<file path="src/hdl/rtc_consts.vh">
// Constants of the real-time clock value and alarm block.
// Assumes a single 100 MHz bus clock and an AXI4-Lite register port.
`ifndef RTC_CONSTS_VH
`define RTC_CONSTS_VH

// ----------------------------------------------------------------
// Register byte offsets
// ----------------------------------------------------------------
`define CTRL_OFFSET 8'h00
`define ALARM_CTRL_OFFSET 8'h04
`define TIME_OFFSET 8'h08
`define DATE_OFFSET 8'h0C
`define ALARM_TIME_OFFSET 8'h10
`define ALARM_DATE_OFFSET 8'h14

// ----------------------------------------------------------------
// Field positions
// ----------------------------------------------------------------
`define SEC_POS 8
`define MIN_POS 16
`define HOUR_POS 24
`define WDAY_POS 0
`define DAY_POS 8
`define MONTH_POS 16
`define YEAR_POS 24
`define REPEAT_POS 0
`define MASK_POS 8
`define SYNC_BIT 12
`define PULSE_BIT 13
`define WRAP_BIT 14
`define ENABLE_BIT 15
`define CTRL_ON_BIT 15
`define CTRL_WREN_BIT 3
`define CTRL_SYNC_BIT 2
`define CTRL_HALF_BIT 1

// ----------------------------------------------------------------
// Implemented bits and reset values
// ----------------------------------------------------------------
`define TIME_MASK 32'h3F7F7F00
`define DATE_MASK 32'hFF1F3F07
`define ALARM_DATE_MASK 32'h001F3F07
`define TIME_RESET 32'h00000000
`define DATE_RESET 32'h00010100
`define ALARM_TIME_RESET 32'h00000000
`define ALARM_DATE_RESET 32'h00010100
`define REPEAT_RESET 8'h00
`define MASK_RESET 4'h0

// ----------------------------------------------------------------
// Interval select codes
// ----------------------------------------------------------------
`define MASK_HALF_SEC 4'h0
`define MASK_SECOND 4'h1
`define MASK_TEN_SEC 4'h2
`define MASK_MINUTE 4'h3
`define MASK_TEN_MIN 4'h4
`define MASK_HOUR 4'h5
`define MASK_DAY 4'h6
`define MASK_WEEK 4'h7
`define MASK_MONTH 4'h8
`define MASK_YEAR 4'h9

// ----------------------------------------------------------------
// Timing
// ----------------------------------------------------------------
`define HALF_SEC_MS 32'h000001F4
`define CLK_KHZ 32'h000186A0
`define SYNC_GUARD_CYCLES 32'h00000020

// ----------------------------------------------------------------
// Bus responses
// ----------------------------------------------------------------
`define RESP_OKAY 2'h0
`define RESP_DECERR 2'h3

`endif

</file>
<file path="src/hdl/rtc_alarm_core.v">
// Real-time clock time, date and alarm registers behind AXI4-Lite.
// Assumes one clock; the half-second timebase is divided down from it.
//
// The register offsets and the AXI4-Lite slave port were left to the implementer.
`timescale 1ns/1ns
`default_nettype none
`include "rtc_consts.vh"
module rtc_alarm_core #(
   parameter integer HALF_SEC_CYCLES = `HALF_SEC_MS * `CLK_KHZ
) (
   input wire aclk,
   input wire aresetn,
   input wire [7:0] awaddr,
   input wire awvalid,
   output reg awready,
   input wire [31:0] wdata,
   input wire [3:0] wstrb,
   input wire wvalid,
   output reg wready,
   output reg [1:0] bresp,
   output reg bvalid,
   input wire bready,
   input wire [7:0] araddr,
   input wire arvalid,
   output reg arready,
   output reg [31:0] rdata,
   output reg [1:0] rresp,
   output reg rvalid,
   input wire rready,
   output reg alarm_pulse
);

   // ----------------------------------------------------------------
   // Timebase constants
   // ----------------------------------------------------------------
   localparam [31:0] HALF_LAST = HALF_SEC_CYCLES - 1;
   localparam [31:0] SYNC_HIGH = HALF_SEC_CYCLES - `SYNC_GUARD_CYCLES;

   // ----------------------------------------------------------------
   // State
   // ----------------------------------------------------------------
   reg module_on;
   reg value_write_enable;
   reg half_second_status;
   reg alarm_read_unsafe_flag;
   reg alarm_enable;
   reg repeat_wrap;
   reg [3:0] alarm_interval_select;
   reg [7:0] alarm_repeat_count;
   reg [31:0] time_value;
   reg [31:0] date_value;
   reg [31:0] alarm_time;
   reg [31:0] alarm_date;
   reg [25:0] pre_cnt;
   reg sec_new;

   reg aw_full;
   reg w_full;
   reg [7:0] aw_addr_q;
   reg [31:0] w_data_q;
   reg [3:0] w_strb_q;

   wire [31:0] time_next;
   wire [31:0] date_next;

   // ----------------------------------------------------------------
   // Calendar
   // ----------------------------------------------------------------
   bcd_calendar calendar (
      .time_now(time_value),
      .date_now(date_value),
      .time_next(time_next),
      .date_next(date_next)
   );

   // ----------------------------------------------------------------
   // Register images and decode
   // ----------------------------------------------------------------
   function addr_ok;
      input [7:0] a;
      begin
         case ({a[7:2], 2'b00})
            `CTRL_OFFSET, `ALARM_CTRL_OFFSET, `TIME_OFFSET,
            `DATE_OFFSET, `ALARM_TIME_OFFSET, `ALARM_DATE_OFFSET:
               addr_ok = 1'b1;
            default: addr_ok = 1'b0;
         endcase
      end
   endfunction

   function [31:0] reg_image;
      input [7:0] a;
      reg [31:0] v;
      begin
         v = 32'h00000000;
         case ({a[7:2], 2'b00})
            `CTRL_OFFSET: begin
               v[`CTRL_ON_BIT] = module_on;
               v[`CTRL_WREN_BIT] = value_write_enable;
               v[`CTRL_SYNC_BIT] = alarm_read_unsafe_flag;
               v[`CTRL_HALF_BIT] = half_second_status;
            end
            `ALARM_CTRL_OFFSET: begin
               v[`ENABLE_BIT] = alarm_enable;
               v[`WRAP_BIT] = repeat_wrap;
               v[`PULSE_BIT] = alarm_pulse;
               v[`SYNC_BIT] = alarm_read_unsafe_flag;
               v[`MASK_POS +: 4] = alarm_interval_select;
               v[`REPEAT_POS +: 8] = alarm_repeat_count;
            end
            `TIME_OFFSET: v = time_value & `TIME_MASK;
            `DATE_OFFSET: v = date_value & `DATE_MASK;
            `ALARM_TIME_OFFSET: v = alarm_time & `TIME_MASK;
            `ALARM_DATE_OFFSET: v = alarm_date & `ALARM_DATE_MASK;
            default: v = 32'h00000000;
         endcase
         reg_image = v;
      end
   endfunction

   // Byte lanes not strobed keep the value the register already holds
   function [31:0] merge;
      input [31:0] old;
      input [31:0] nv;
      input [3:0] strb;
      integer i;
      begin
         merge = old;
         for (i = 0; i < 4; i = i + 1) begin
            if (strb[i]) begin
               merge[8 * i +: 8] = nv[8 * i +: 8];
            end
         end
      end
   endfunction

   wire do_write = aw_full && w_full && !bvalid;
   wire [7:0] wr_base = {aw_addr_q[7:2], 2'b00};
   wire [31:0] wv = merge(reg_image(aw_addr_q), w_data_q, w_strb_q);

   // ----------------------------------------------------------------
   // Timebase
   // ----------------------------------------------------------------
   wire half_tick = module_on && (pre_cnt == HALF_LAST[25:0]);
   wire sec_tick = half_tick && half_second_status;
   wire near_rollover = module_on &&
      (({6'h00, pre_cnt} >= SYNC_HIGH) ||
       ({6'h00, pre_cnt} < `SYNC_GUARD_CYCLES));

   // ----------------------------------------------------------------
   // Alarm compare
   // ----------------------------------------------------------------
   wire m_sec_u = time_value[`SEC_POS +: 4] == alarm_time[`SEC_POS +: 4];
   wire m_sec = time_value[`SEC_POS +: 7] == alarm_time[`SEC_POS +: 7];
   wire m_min_u = time_value[`MIN_POS +: 4] == alarm_time[`MIN_POS +: 4];
   wire m_min = time_value[`MIN_POS +: 7] == alarm_time[`MIN_POS +: 7];
   wire m_hour = time_value[`HOUR_POS +: 6] == alarm_time[`HOUR_POS +: 6];
   wire m_wday = date_value[`WDAY_POS +: 3] == alarm_date[`WDAY_POS +: 3];
   wire m_day = date_value[`DAY_POS +: 6] == alarm_date[`DAY_POS +: 6];
   wire m_month = date_value[`MONTH_POS +: 5] ==
                  alarm_date[`MONTH_POS +: 5];
   wire m_time = m_sec && m_min && m_hour;

   reg match;
   always @* begin
      case (alarm_interval_select)
         `MASK_SECOND: match = 1'b1;
         `MASK_TEN_SEC: match = m_sec_u;
         `MASK_MINUTE: match = m_sec;
         `MASK_TEN_MIN: match = m_sec && m_min_u;
         `MASK_HOUR: match = m_sec && m_min;
         `MASK_DAY: match = m_time;
         `MASK_WEEK: match = m_time && m_wday;
         `MASK_MONTH: match = m_time && m_day;
         `MASK_YEAR: match = m_time && m_day && m_month;
         default: match = 1'b0;
      endcase
   end

   // Compare the freshly advanced time, one cycle after the update
   wire alarm_event = alarm_enable && module_on &&
      (((alarm_interval_select == `MASK_HALF_SEC) && half_tick) ||
       (sec_new && match));

   // ----------------------------------------------------------------
   // Bus channel handshakes
   // ----------------------------------------------------------------
   always @(posedge aclk) begin
      if (!aresetn) begin
         awready <= 1'b0;
         wready <= 1'b0;
         aw_full <= 1'b0;
         w_full <= 1'b0;
         aw_addr_q <= 8'h00;
         w_data_q <= 32'h00000000;
         w_strb_q <= 4'h0;
         bvalid <= 1'b0;
         bresp <= `RESP_OKAY;
      end else begin
         if (awvalid && awready) begin
            aw_full <= 1'b1;
            awready <= 1'b0;
            aw_addr_q <= awaddr;
         end else if (!aw_full && !bvalid && !awready) begin
            awready <= 1'b1;
         end
         if (wvalid && wready) begin
            w_full <= 1'b1;
            wready <= 1'b0;
            w_data_q <= wdata;
            w_strb_q <= wstrb;
         end else if (!w_full && !bvalid && !wready) begin
            wready <= 1'b1;
         end
         if (do_write) begin
            aw_full <= 1'b0;
            w_full <= 1'b0;
            bvalid <= 1'b1;
            bresp <= addr_ok(aw_addr_q) ? `RESP_OKAY : `RESP_DECERR;
         end else if (bvalid && bready) begin
            bvalid <= 1'b0;
         end
      end
   end

   always @(posedge aclk) begin
      if (!aresetn) begin
         arready <= 1'b0;
         rvalid <= 1'b0;
         rdata <= 32'h00000000;
         rresp <= `RESP_OKAY;
      end else begin
         if (arvalid && arready) begin
            arready <= 1'b0;
            rvalid <= 1'b1;
            rdata <= reg_image(araddr);
            rresp <= addr_ok(araddr) ? `RESP_OKAY : `RESP_DECERR;
         end else if (rvalid && rready) begin
            rvalid <= 1'b0;
            rdata <= 32'h00000000;
         end else if (!rvalid && !arready) begin
            arready <= 1'b1;
         end
      end
   end

   // ----------------------------------------------------------------
   // Timebase, calendar and alarm state
   // ----------------------------------------------------------------
   // A bus write in the same cycle as a hardware update wins for the fields it
   // sets; a time or date write while writes are locked is dropped, and so is the pulse bit while the alarm is on.
   always @(posedge aclk) begin
      if (!aresetn) begin
         module_on <= 1'b0;
         value_write_enable <= 1'b0;
         half_second_status <= 1'b0;
         alarm_read_unsafe_flag <= 1'b0;
         alarm_enable <= 1'b0;
         repeat_wrap <= 1'b0;
         alarm_pulse <= 1'b0;
         alarm_interval_select <= `MASK_RESET;
         alarm_repeat_count <= `REPEAT_RESET;
         time_value <= `TIME_RESET;
         date_value <= `DATE_RESET;
         alarm_time <= `ALARM_TIME_RESET;
         alarm_date <= `ALARM_DATE_RESET;
         pre_cnt <= 26'h0000000;
         sec_new <= 1'b0;
      end else begin
         alarm_read_unsafe_flag <= near_rollover;
         sec_new <= sec_tick;
         if (!module_on || half_tick) begin
            pre_cnt <= 26'h0000000;
         end else begin
            pre_cnt <= pre_cnt + 26'h0000001;
         end
         if (half_tick) begin
            half_second_status <= ~half_second_status;
         end
         if (sec_tick) begin
            time_value <= time_next;
            date_value <= date_next;
         end

         if (alarm_event) begin
            alarm_pulse <= ~alarm_pulse;
            if (alarm_repeat_count == 8'h00) begin
               if (repeat_wrap) begin
                  alarm_repeat_count <= 8'hFF;
               end else begin
                  alarm_enable <= 1'b0;
               end
            end else begin
               alarm_repeat_count <= alarm_repeat_count - 8'h01;
            end
         end

         if (do_write) begin
            case (wr_base)
               `CTRL_OFFSET: begin
                  // The on bit is locked unless writes are enabled
                  if (value_write_enable) begin
                     module_on <= wv[`CTRL_ON_BIT];
                  end
                  value_write_enable <= wv[`CTRL_WREN_BIT];
               end
               `ALARM_CTRL_OFFSET: begin
                  alarm_enable <= wv[`ENABLE_BIT];
                  repeat_wrap <= wv[`WRAP_BIT];
                  alarm_interval_select <= wv[`MASK_POS +: 4];
                  alarm_repeat_count <= wv[`REPEAT_POS +: 8];
                  // Pulse level is preset only while the alarm is off
                  if (!alarm_enable) begin
                     alarm_pulse <= wv[`PULSE_BIT];
                  end
               end
               `TIME_OFFSET: begin
                  if (value_write_enable) begin
                     time_value <= wv & `TIME_MASK;
                     if (w_strb_q[1]) begin
                        half_second_status <= 1'b0;
                     end
                  end
               end
               `DATE_OFFSET: begin
                  if (value_write_enable) begin
                     date_value <= wv & `DATE_MASK;
                  end
               end
               `ALARM_TIME_OFFSET: begin
                  alarm_time <= wv & `TIME_MASK;
               end
               `ALARM_DATE_OFFSET: begin
                  alarm_date <= wv & `ALARM_DATE_MASK;
               end
               default: begin
                  alarm_time <= alarm_time;
               end
            endcase
         end
      end
   end

endmodule
`default_nettype wire

</file>
<file path="src/hdl/bcd_calendar.v">
// Next-second value of the BCD time and date registers.
// Purely combinational; the caller loads the result on a seconds tick.
`timescale 1ns/1ns
`default_nettype none
`include "rtc_consts.vh"
module bcd_calendar (
   input wire [31:0] time_now,
   input wire [31:0] date_now,
   output reg [31:0] time_next,
   output reg [31:0] date_next
);

   function [7:0] bcd_inc;
      input [7:0] v;
      begin
         if (v[3:0] == 4'h9) begin
            bcd_inc = {v[7:4] + 4'h1, 4'h0};
         end else begin
            bcd_inc = {v[7:4], v[3:0] + 4'h1};
         end
      end
   endfunction

   reg [7:0] sec, min, hour, day, month, year;
   reg [2:0] wday;
   reg leap;
   reg [7:0] last_day;
   reg carry_min, carry_hour, carry_day, carry_mon, carry_year;
   reg [7:0] next_sec, next_min, next_hour, next_day, next_month, next_year;

   always @* begin
      sec = {1'b0, time_now[`SEC_POS +: 7]};
      min = {1'b0, time_now[`MIN_POS +: 7]};
      hour = {2'b00, time_now[`HOUR_POS +: 6]};
      day = {2'b00, date_now[`DAY_POS +: 6]};
      month = {3'b000, date_now[`MONTH_POS +: 5]};
      year = date_now[`YEAR_POS +: 8];
      wday = date_now[`WDAY_POS +: 3];
      // Two-digit year: every fourth year counts as leap
      if (year[4]) begin
         leap = (year[3:0] == 4'h2) || (year[3:0] == 4'h6);
      end else begin
         leap = (year[3:0] == 4'h0) || (year[3:0] == 4'h4) ||
                (year[3:0] == 4'h8);
      end
      case (month)
         8'h02: last_day = leap ? 8'h29 : 8'h28;
         8'h04, 8'h06, 8'h09, 8'h11: last_day = 8'h30;
         default: last_day = 8'h31;
      endcase
      carry_min = (sec == 8'h59);
      carry_hour = carry_min && (min == 8'h59);
      carry_day = carry_hour && (hour == 8'h23);
      carry_mon = carry_day && (day == last_day);
      carry_year = carry_mon && (month == 8'h12);
      next_sec = carry_min ? 8'h00 : bcd_inc(sec);
      next_min = carry_hour ? 8'h00 : bcd_inc(min);
      next_hour = carry_day ? 8'h00 : bcd_inc(hour);
      next_day = carry_mon ? 8'h01 : bcd_inc(day);
      next_month = carry_year ? 8'h01 : bcd_inc(month);
      next_year = (year == 8'h99) ? 8'h00 : bcd_inc(year);
      time_next = time_now;
      date_next = date_now;
      time_next[`SEC_POS +: 7] = next_sec[6:0];
      if (carry_min) begin
         time_next[`MIN_POS +: 7] = next_min[6:0];
      end
      if (carry_hour) begin
         time_next[`HOUR_POS +: 6] = next_hour[5:0];
      end
      if (carry_day) begin
         date_next[`DAY_POS +: 6] = next_day[5:0];
         date_next[`WDAY_POS +: 3] = (wday == 3'h6) ? 3'h0 : wday + 3'h1;
      end
      if (carry_mon) begin
         date_next[`MONTH_POS +: 5] = next_month[4:0];
      end
      if (carry_year) begin
         date_next[`YEAR_POS +: 8] = next_year;
      end
   end

endmodule
`default_nettype wire

</file>
<file path="config.mk">
export PLATFORM = sky130hd
export DESIGN_NAME = rtc_alarm_core
export DESIGN_NICKNAME = d
export VERILOG_FILES = /design/src/hdl/rtc_alarm_core.v /design/src/hdl/bcd_calendar.v
export VERILOG_INCLUDE_DIRS = /design/src /design/src/hdl
export SDC_FILE = /design/constraint.sdc
export NUM_CORES = 1
export LEC_CHECK = 0
export ABC_AREA = 0
export BUFFER_PORTS_ARGS = -buffer_cell sky130_fd_sc_hd__buf_2
export CAP_MARGIN = 25
export CORE_AREA = 2 2 153 155
export DETAILED_ROUTE_END_ITERATION = 7
export DIE_AREA = 0 0 155 157
export PLACE_DENSITY_LB_ADDON = 0.25
export SLEW_MARGIN = 10
export SYNTH_ARGS = -nofsm -noshare
export SYNTH_HDL_FRONTEND = slang
export SYNTH_SLANG_ARGS = --single-unit
</file>
<file path="constraint.sdc">
create_clock -name aclk -period 4.7 [get_ports aclk]
set_input_delay 0.705 -clock aclk [delete_from_list [all_inputs] [get_ports aclk]]
set_output_delay 0.705 -clock aclk [all_outputs]
set_load 0.02 [all_outputs]
</file>
# Word-level counts from Yosys, hierarchy flattened
# Cells that the tools add are included.
# Widths: inputs -> output; s select.
totals:
  ff_bits: 231
  input_bits: 59
  out_inout_bits: 42
classes:
  n_addsub: 15
  order_cmp: 2
  n_eq_ne: 52
  muxes: 78
  n_bitwise: 4
  n_reduce_logical: 65
ops:
  columns: ["operator", "count"]
  rows:
  - ["$mux 32", 9]
  - ["$pmux 16 s4", 2]
  - ["$pmux 11 s5", 2]
  - ["$mux 8", 11]
  - ["$mux 7", 6]
  - ["$eq 4x4->1 const B", 9]
  - ["$mux 6", 6]
  - ["$mux 30", 1]
  - ["$logic_and 1x1->1", 29]
  - ["$add 4x1->4 const B", 7]
  - ["$add 26x1->26 const B", 1]
  - ["$eq 26x26->1 const B", 1]
  - ["$ge 26x26->1 const B", 1]
  - ["$lt 26x6->1 const B", 1]
  - ["$mux 1", 26]
  - ["$eq 4x3->1 const B", 6]
  - ["$eq 6x2->1 const B", 4]
  - ["$eq 6x3->1 const B", 4]
  - ["$pmux 3 s4", 2]
  - ["$logic_not 8->1", 2]
  - ["$pmux 8 s2", 1]
  - ["$mux 5", 3]
  - ["$eq 7x7->1", 2]
  - ["$eq 7x7->1 const B", 2]
  - ["other kinds (37)", 78]

# Depth between registers and ports, before layout
depth:
  depth_word: 15
  depth_mapped: 12
  ltp_nobuf: 11

# By module
# A second synthesis with hierarchy kept.
hier_totals:
  hier_cells: 1560
  hier_area_um2: 12339.3
by_module_without_submodules:
  columns: ["mod", "n_inst", "cells_per_inst", "area_each_um2", "seq_area_each_um2"]
  rows:
  - ["rtc_alarm_core", 1, 1332, 10857.9, 4504.3]
  - ["bcd_calendar", 1, 228, 1481.4, 0.0]

# Worst setup path before layout
# OpenSTA, ideal clock, no wires.
synth_timing:
  kind: "register to register"
  startpoint: "reg pre_cnt[14]"
  endpoint: "reg date_value[31]"
  arrival_ns: 3.438
  required_time_ns: 4.614
  setup_slack_ns: 1.176
  stages_incl_launch_ff: 13
  period_less_slack_ns: 3.524
  path_cell_list: "dfxtp_1 buf_2 nand4_1 or4_1 nor4_1 ha_1 nand2_4 or3_1 buf_2 or3_1 or3_4 o41a_1 a221oi_2"
synth_via:
  elab_chain_len: 7
synth_rtl:
  columns: ["element", "line_no", "rtl"]
  rows:
  - ["start: declaration", "rtc_alarm_core.v:54", "reg [25:0] pre_cnt;"]
  - ["start signal: assignment", "rtc_alarm_core.v:275", "pre_cnt <= pre_cnt + 26'h0000001;"]
  - ["$eq 26x26->1 (*)", "rtc_alarm_core.v:144", "wire half_tick = module_on && (pre_cnt == HALF_LAST[25:0]);"]
  - ["$logic_and 1x1->1 (*)", "rtc_alarm_core.v:144", null]
  - ["$logic_and 1x1->1 (*)", "rtc_alarm_core.v:145", "wire sec_tick = half_tick && half_second_status;"]
  - ["named net sec_tick", "rtc_alarm_core.v:145", null]
  - ["$mux 32 (*)", "rtc_alarm_core.v:280", "if (sec_tick) begin"]
  - ["$mux 32", "rtc_alarm_core.v:326", "if (value_write_enable) begin"]
  - ["$mux 32", "rtc_alarm_core.v:299", "case (wr_base)"]
  - ["$mux 32 (*)", "rtc_alarm_core.v:298", "if (do_write) begin"]
  - ["end signal: assignment", "rtc_alarm_core.v:264", "date_value <= `DATE_RESET;"]
  - ["end signal: assignment", "rtc_alarm_core.v:282", "date_value <= date_next;"]
  - ["end signal: assignment", "rtc_alarm_core.v:327", "date_value <= wv & `DATE_MASK;"]
  - ["end: declaration", "rtc_alarm_core.v:51", "reg [31:0] date_value;"]
# The timed path passes the listed nets; every way through them passes the cells marked *.
# A chain may end at the register's enable or synchronous reset.

# Worst setup path after layout
layout_timing:
  startpoint: "reg pre_cnt[14]"
  endpoint: "reg date_value[9]"
# Same word-level chain as after synthesis.

==> summary.md <==
| Metric | Value |
|---|---|
| Status | `complete, no violations` |
| Critical setup path kind | `reg -> reg` |
| CTS max path bufs | `3` |
| Startpoint type of the worst setup path | `flop` |
| Postcts setup bufs | `0` |
| Worst-Margin Slew | `~1.1 ns` |
| Syn Inst Count | `around 1500` |
| Synth warn | `0` |
| Largest net degree at the start of global routing | `91` |
| Reg2reg end | `date_value[9]$_SDFF_PN0_` |
| Async S/R FF share, synth | `0%` |
| Multi-input logic area | `~6500 um^2` |
| Initial antenna violation count | `1` |
| Avg WL per Cell | `18.6 um` |
| Fin area | `between 10000 and 15000 um^2` |
| CP Capture Type | `flop` |
| Number of enable flip-flop cells after synthesis | `0` |
| Final WL | `33.2 mm` |
| #FFs+latches synth | `between 200 and 250` |
| Antenna diodes | `0` |
| Cell Pwr Density | `between 300 and 400 nW/um^2` |
| Post-route worst setup slack | `about 0.84 ns` |
| Vias | `around 11000` |
| CP required | `5.14 ns` |
| Min-delay worst type | `in -> reg` |
| Die Height | `roughly 160 um` |
| Post-route clock skew | `around 0.016 ns` |
| GRT Total Usage | `around a quarter` |
| Worst r2r src | `pre_cnt[14]$_SDFF_PP0_` |
| Hold-fix buffers at CTS | `0` |
| Mean Syn Cell Area | `roughly 7.7 um^2` |
| Setup violators final | `0` |
| CP max stage cell | `or4_1` |
| Layout area overhead | `11.5%` |
| Via/cell ratio | `between 6 and 7` |
| CTS tree | `yes` |
| RePlAce Congestion | `0.928` |
| Final Hold Viols | `0` |
| DRC | `0` |
| Crit path cell chain | `nand4_1 > or4_1 > nor4_1 > ha_1 > buf_4 > nand3_1 > nor4_1 > nand2_1 > or4_1 > a21oi_1` |
| Clk_lat worst skew | `approximately 0.52 ns` |
| Ys flop type | `dfxtp_1` |
| Total of max-cap violations | `0` |
| Resized cells post-CTS | `0` |
| Sink Count | `slightly above 200` |
| H-tree depth | `1` |
| Initial Utilization | `approximately half` |
| Core area | `roughly 23000 um^2` |
| I/O Buffers | `94` |
| Site row count | `between 50 and 60` |
| Die ar. | `about 24000 um^2` |
| Netlist Area Pre-Place | `around 11000 um^2` |
| WHS | `between 0.4 and 0.5 ns` |
| Gr ovfl total | `0` |
| Die width | `about 160 um` |
| DRT Pass-1 Iters | `7` |
| Worst Hold Depth | `3` |
| First-pass GRT wire length | `about 53 mm` |
| Hold_sp | `wdata[4]` |
| Fin crit period | `approximately 3.9 ns` |
| Register area | `~4100 um^2` |
| 1st-iter DRT viols | `960` |
| DPL Wire Length | `22.8 mm` |
| Clock Root Buffer | `clkbuf_16` |
| Slew Limit Fails | `0` |
| Number of buffers created by CTS | `23` |
| Final Cycle Share | `82.1%` |
| Leakage dissipation | `around 4.5 nW` |
| Syn_nets | `1541` |
| CP max FO | `12` |
| Register-to-register setup slack | `0.84 ns` |
| Slew HR | `just under 30%` |
| Pre-CTS setup slack | `between 0.9 and 1 ns` |
| WHS Endpoint | `w_data_q[4]$_SDFFE_PN0P_` |
| Layout filler cell count | `between 2000 and 2500` |
| IO Pins | `101` |
| Fin Setup TNS | `0 ns` |
| Placed cell area | `roughly 12000 um^2` |
| Vias in the first global route | `a little under 10000` |
| VDD IR-drop max | `256 uV` |
| R2R depth | `10` |
| Layout cells sized above 1 | `around an eighth` |
| Worst EP arrival | `between 4 and 5 ns` |
| Power consumption | `3.83 mW` |
| CTS clk-pin slew, worst paths | `approximately 0.060 ns` |
| DRT antenna net count | `0` |
| RSZ-0062 raised after global routing | `no` |
| Slowest stage delay, CP | `0.58 ns` |
| Yosys cell types | `79` |
| Layout Nets | `approximately 1600` |
| Max Clk Rate | `0.259 GHz` |
| Sequential area share after synthesis | `36.3%` |
worst max path at each step:
stage,startpoint,end,slack (ns),depth (start not counted)
detailed placement,pre_cnt[14]$_SDFF_PP0_,date_value[9]$_SDFF_PN0_,0.96,10
global route,pre_cnt[20]$_SDFF_PP0_,date_value[8]$_SDFF_PN1_,0.65,11
global placement,pre_cnt[14]$_SDFF_PP0_,date_value[9]$_SDFF_PN0_,1.0,10
floorplan,pre_cnt[14]$_SDFF_PP0_,date_value[31]$_SDFFE_PN0P_,1.18,12
finish,pre_cnt[14]$_SDFF_PP0_,date_value[9]$_SDFF_PN0_,0.84,10
CTS,pre_cnt[14]$_SDFF_PP0_,date_value[9]$_SDFF_PN0_,0.90,10
worst max-delay path: cells and delay by family (launching register included):
family	cells	cell delay [ns]
AOI/OAI and AO/OA	1	0.16
adders and majority gates	1	0.31
buffers and inverters	1	0.23
DFF	1	0.43
and+or+nand+nor	7	2.63
placed cells by master, fill, tap and decap left out, types with 18 or more instances in the layout:
master     instances
nand2_1          229
dfxtp_1          203
nor2_1           136
a21oi_1          131
buf_2             94
o21ai_0           65
a22oi_1           56
nor3_1            53
inv_1             40
nand3_1           37
a211oi_1          30
xor2_1            30
xnor2_1           30
mux2i_1           27
clkbuf_16         23
ha_1              20
or3_1             18
kinds of logic (layout without fill, tap and decap cells):
| family | Yosys count | after routing | synth area share [%] |
|---|---|---|---|
| XOR/XNOR | 60 | 60 | 4.70 |
| multiplexers | 37 | 37 | 3.42 |
| AO/OA/AOI/OAI | 396 | 396 | 22.9 |
| adder cells (fa/ha/maj) | 20 | 20 | 2.24 |
| other | 1 | 1 | 0.0335 |
| AND/OR/NAND/NOR | 589 | 589 | 24.9 |
| buffers and inverters | 156 | 196 | 5.56 |
| flip-flops | 203 | 203 | 36.3 |
layout make-up:
| type | count | area share [%] |
|---|---|---|
| multi-input cells | 1103 | 52.2 |
| flip-flops and latches | 203 | 32.6 |
| clock buffers | 32 | 5.28 |
| repair buffers | 113 | 4.98 |
| well taps | 285 | 2.86 |
| inverters | 41 | 1.25 |
| clock inverters | 10 | 0.882 |
flip-flops by register name, indices dropped and copies added (netlist names), 4 cells and up:
register / cells
alarm_date: 14
alarm_interval_select: 4
alarm_repeat_count: 8
alarm_time: 20
aw_addr_q: 6
date_value: 22
pre_cnt: 26
rdata: 31
time_value: 20
w_data_q: 31
w_strb_q: 4
metrics by stage:
stage                     std cells  utilization, %
after CTS                      1785            55.4
final                          1787            55.5
after detailed placement       1743            52.0
after global routing           1787            55.5
after floorplan                1462               -
after global placement         1743            52.0
report_power, final:
group / internal [mW] / leakage (nW) / switching [mW]
logic: 0.0716 / 2.46 / 0.161
clock network: 1.09 / 0.381 / 0.737
registers: 1.74 / 1.64 / 0.0285
synthesized netlist by cell type, types with 7 or more instances:
cell type | instances | area, um^2
o31ai_1 | 7 | 52.6
clkbuf_1 | 99 | 372
nor4_1 | 16 | 100
o21ai_0 | 65 | 325
nand2b_1 | 17 | 106
mux2i_1 | 27 | 270
inv_1 | 40 | 150
and3_1 | 8 | 50.1
ha_1 | 20 | 250
nand2_1 | 229 | 860
o211ai_1 | 7 | 52.6
nand4_1 | 11 | 68.8
xnor2_1 | 30 | 263
or3_1 | 18 | 113
nor3_1 | 53 | 265
xor2_1 | 30 | 263
mux2_2 | 10 | 113
a21oi_1 | 132 | 661
a221o_1 | 10 | 100
nand3_1 | 37 | 185
a22oi_1 | 56 | 420
a31oi_1 | 17 | 106
dfxtp_1 | 203 | 4060
a211oi_1 | 30 | 225
nor2_1 | 136 | 510
nand3b_1 | 8 | 60.1
o22ai_1 | 10 | 62.6
and2_1 | 11 | 68.8
buf_2 | 7 | 35.0
routing by layer:
layer | wire length (um) | track usage, % | share of wire (%) | vias to the layer above
met4 | 758 | 6.79 | 2.3 | 0
met2 | 13600 | 39.3 | 41 | 514
met1 | 15600 | 39.5 | 47 | 5027
li1 | - | - | - | 5260
met3 | 3210 | 5.78 | 9.7 | 55
met5 | 0 | 0 | 0 | -
Power figures use the tool's default switching activity.
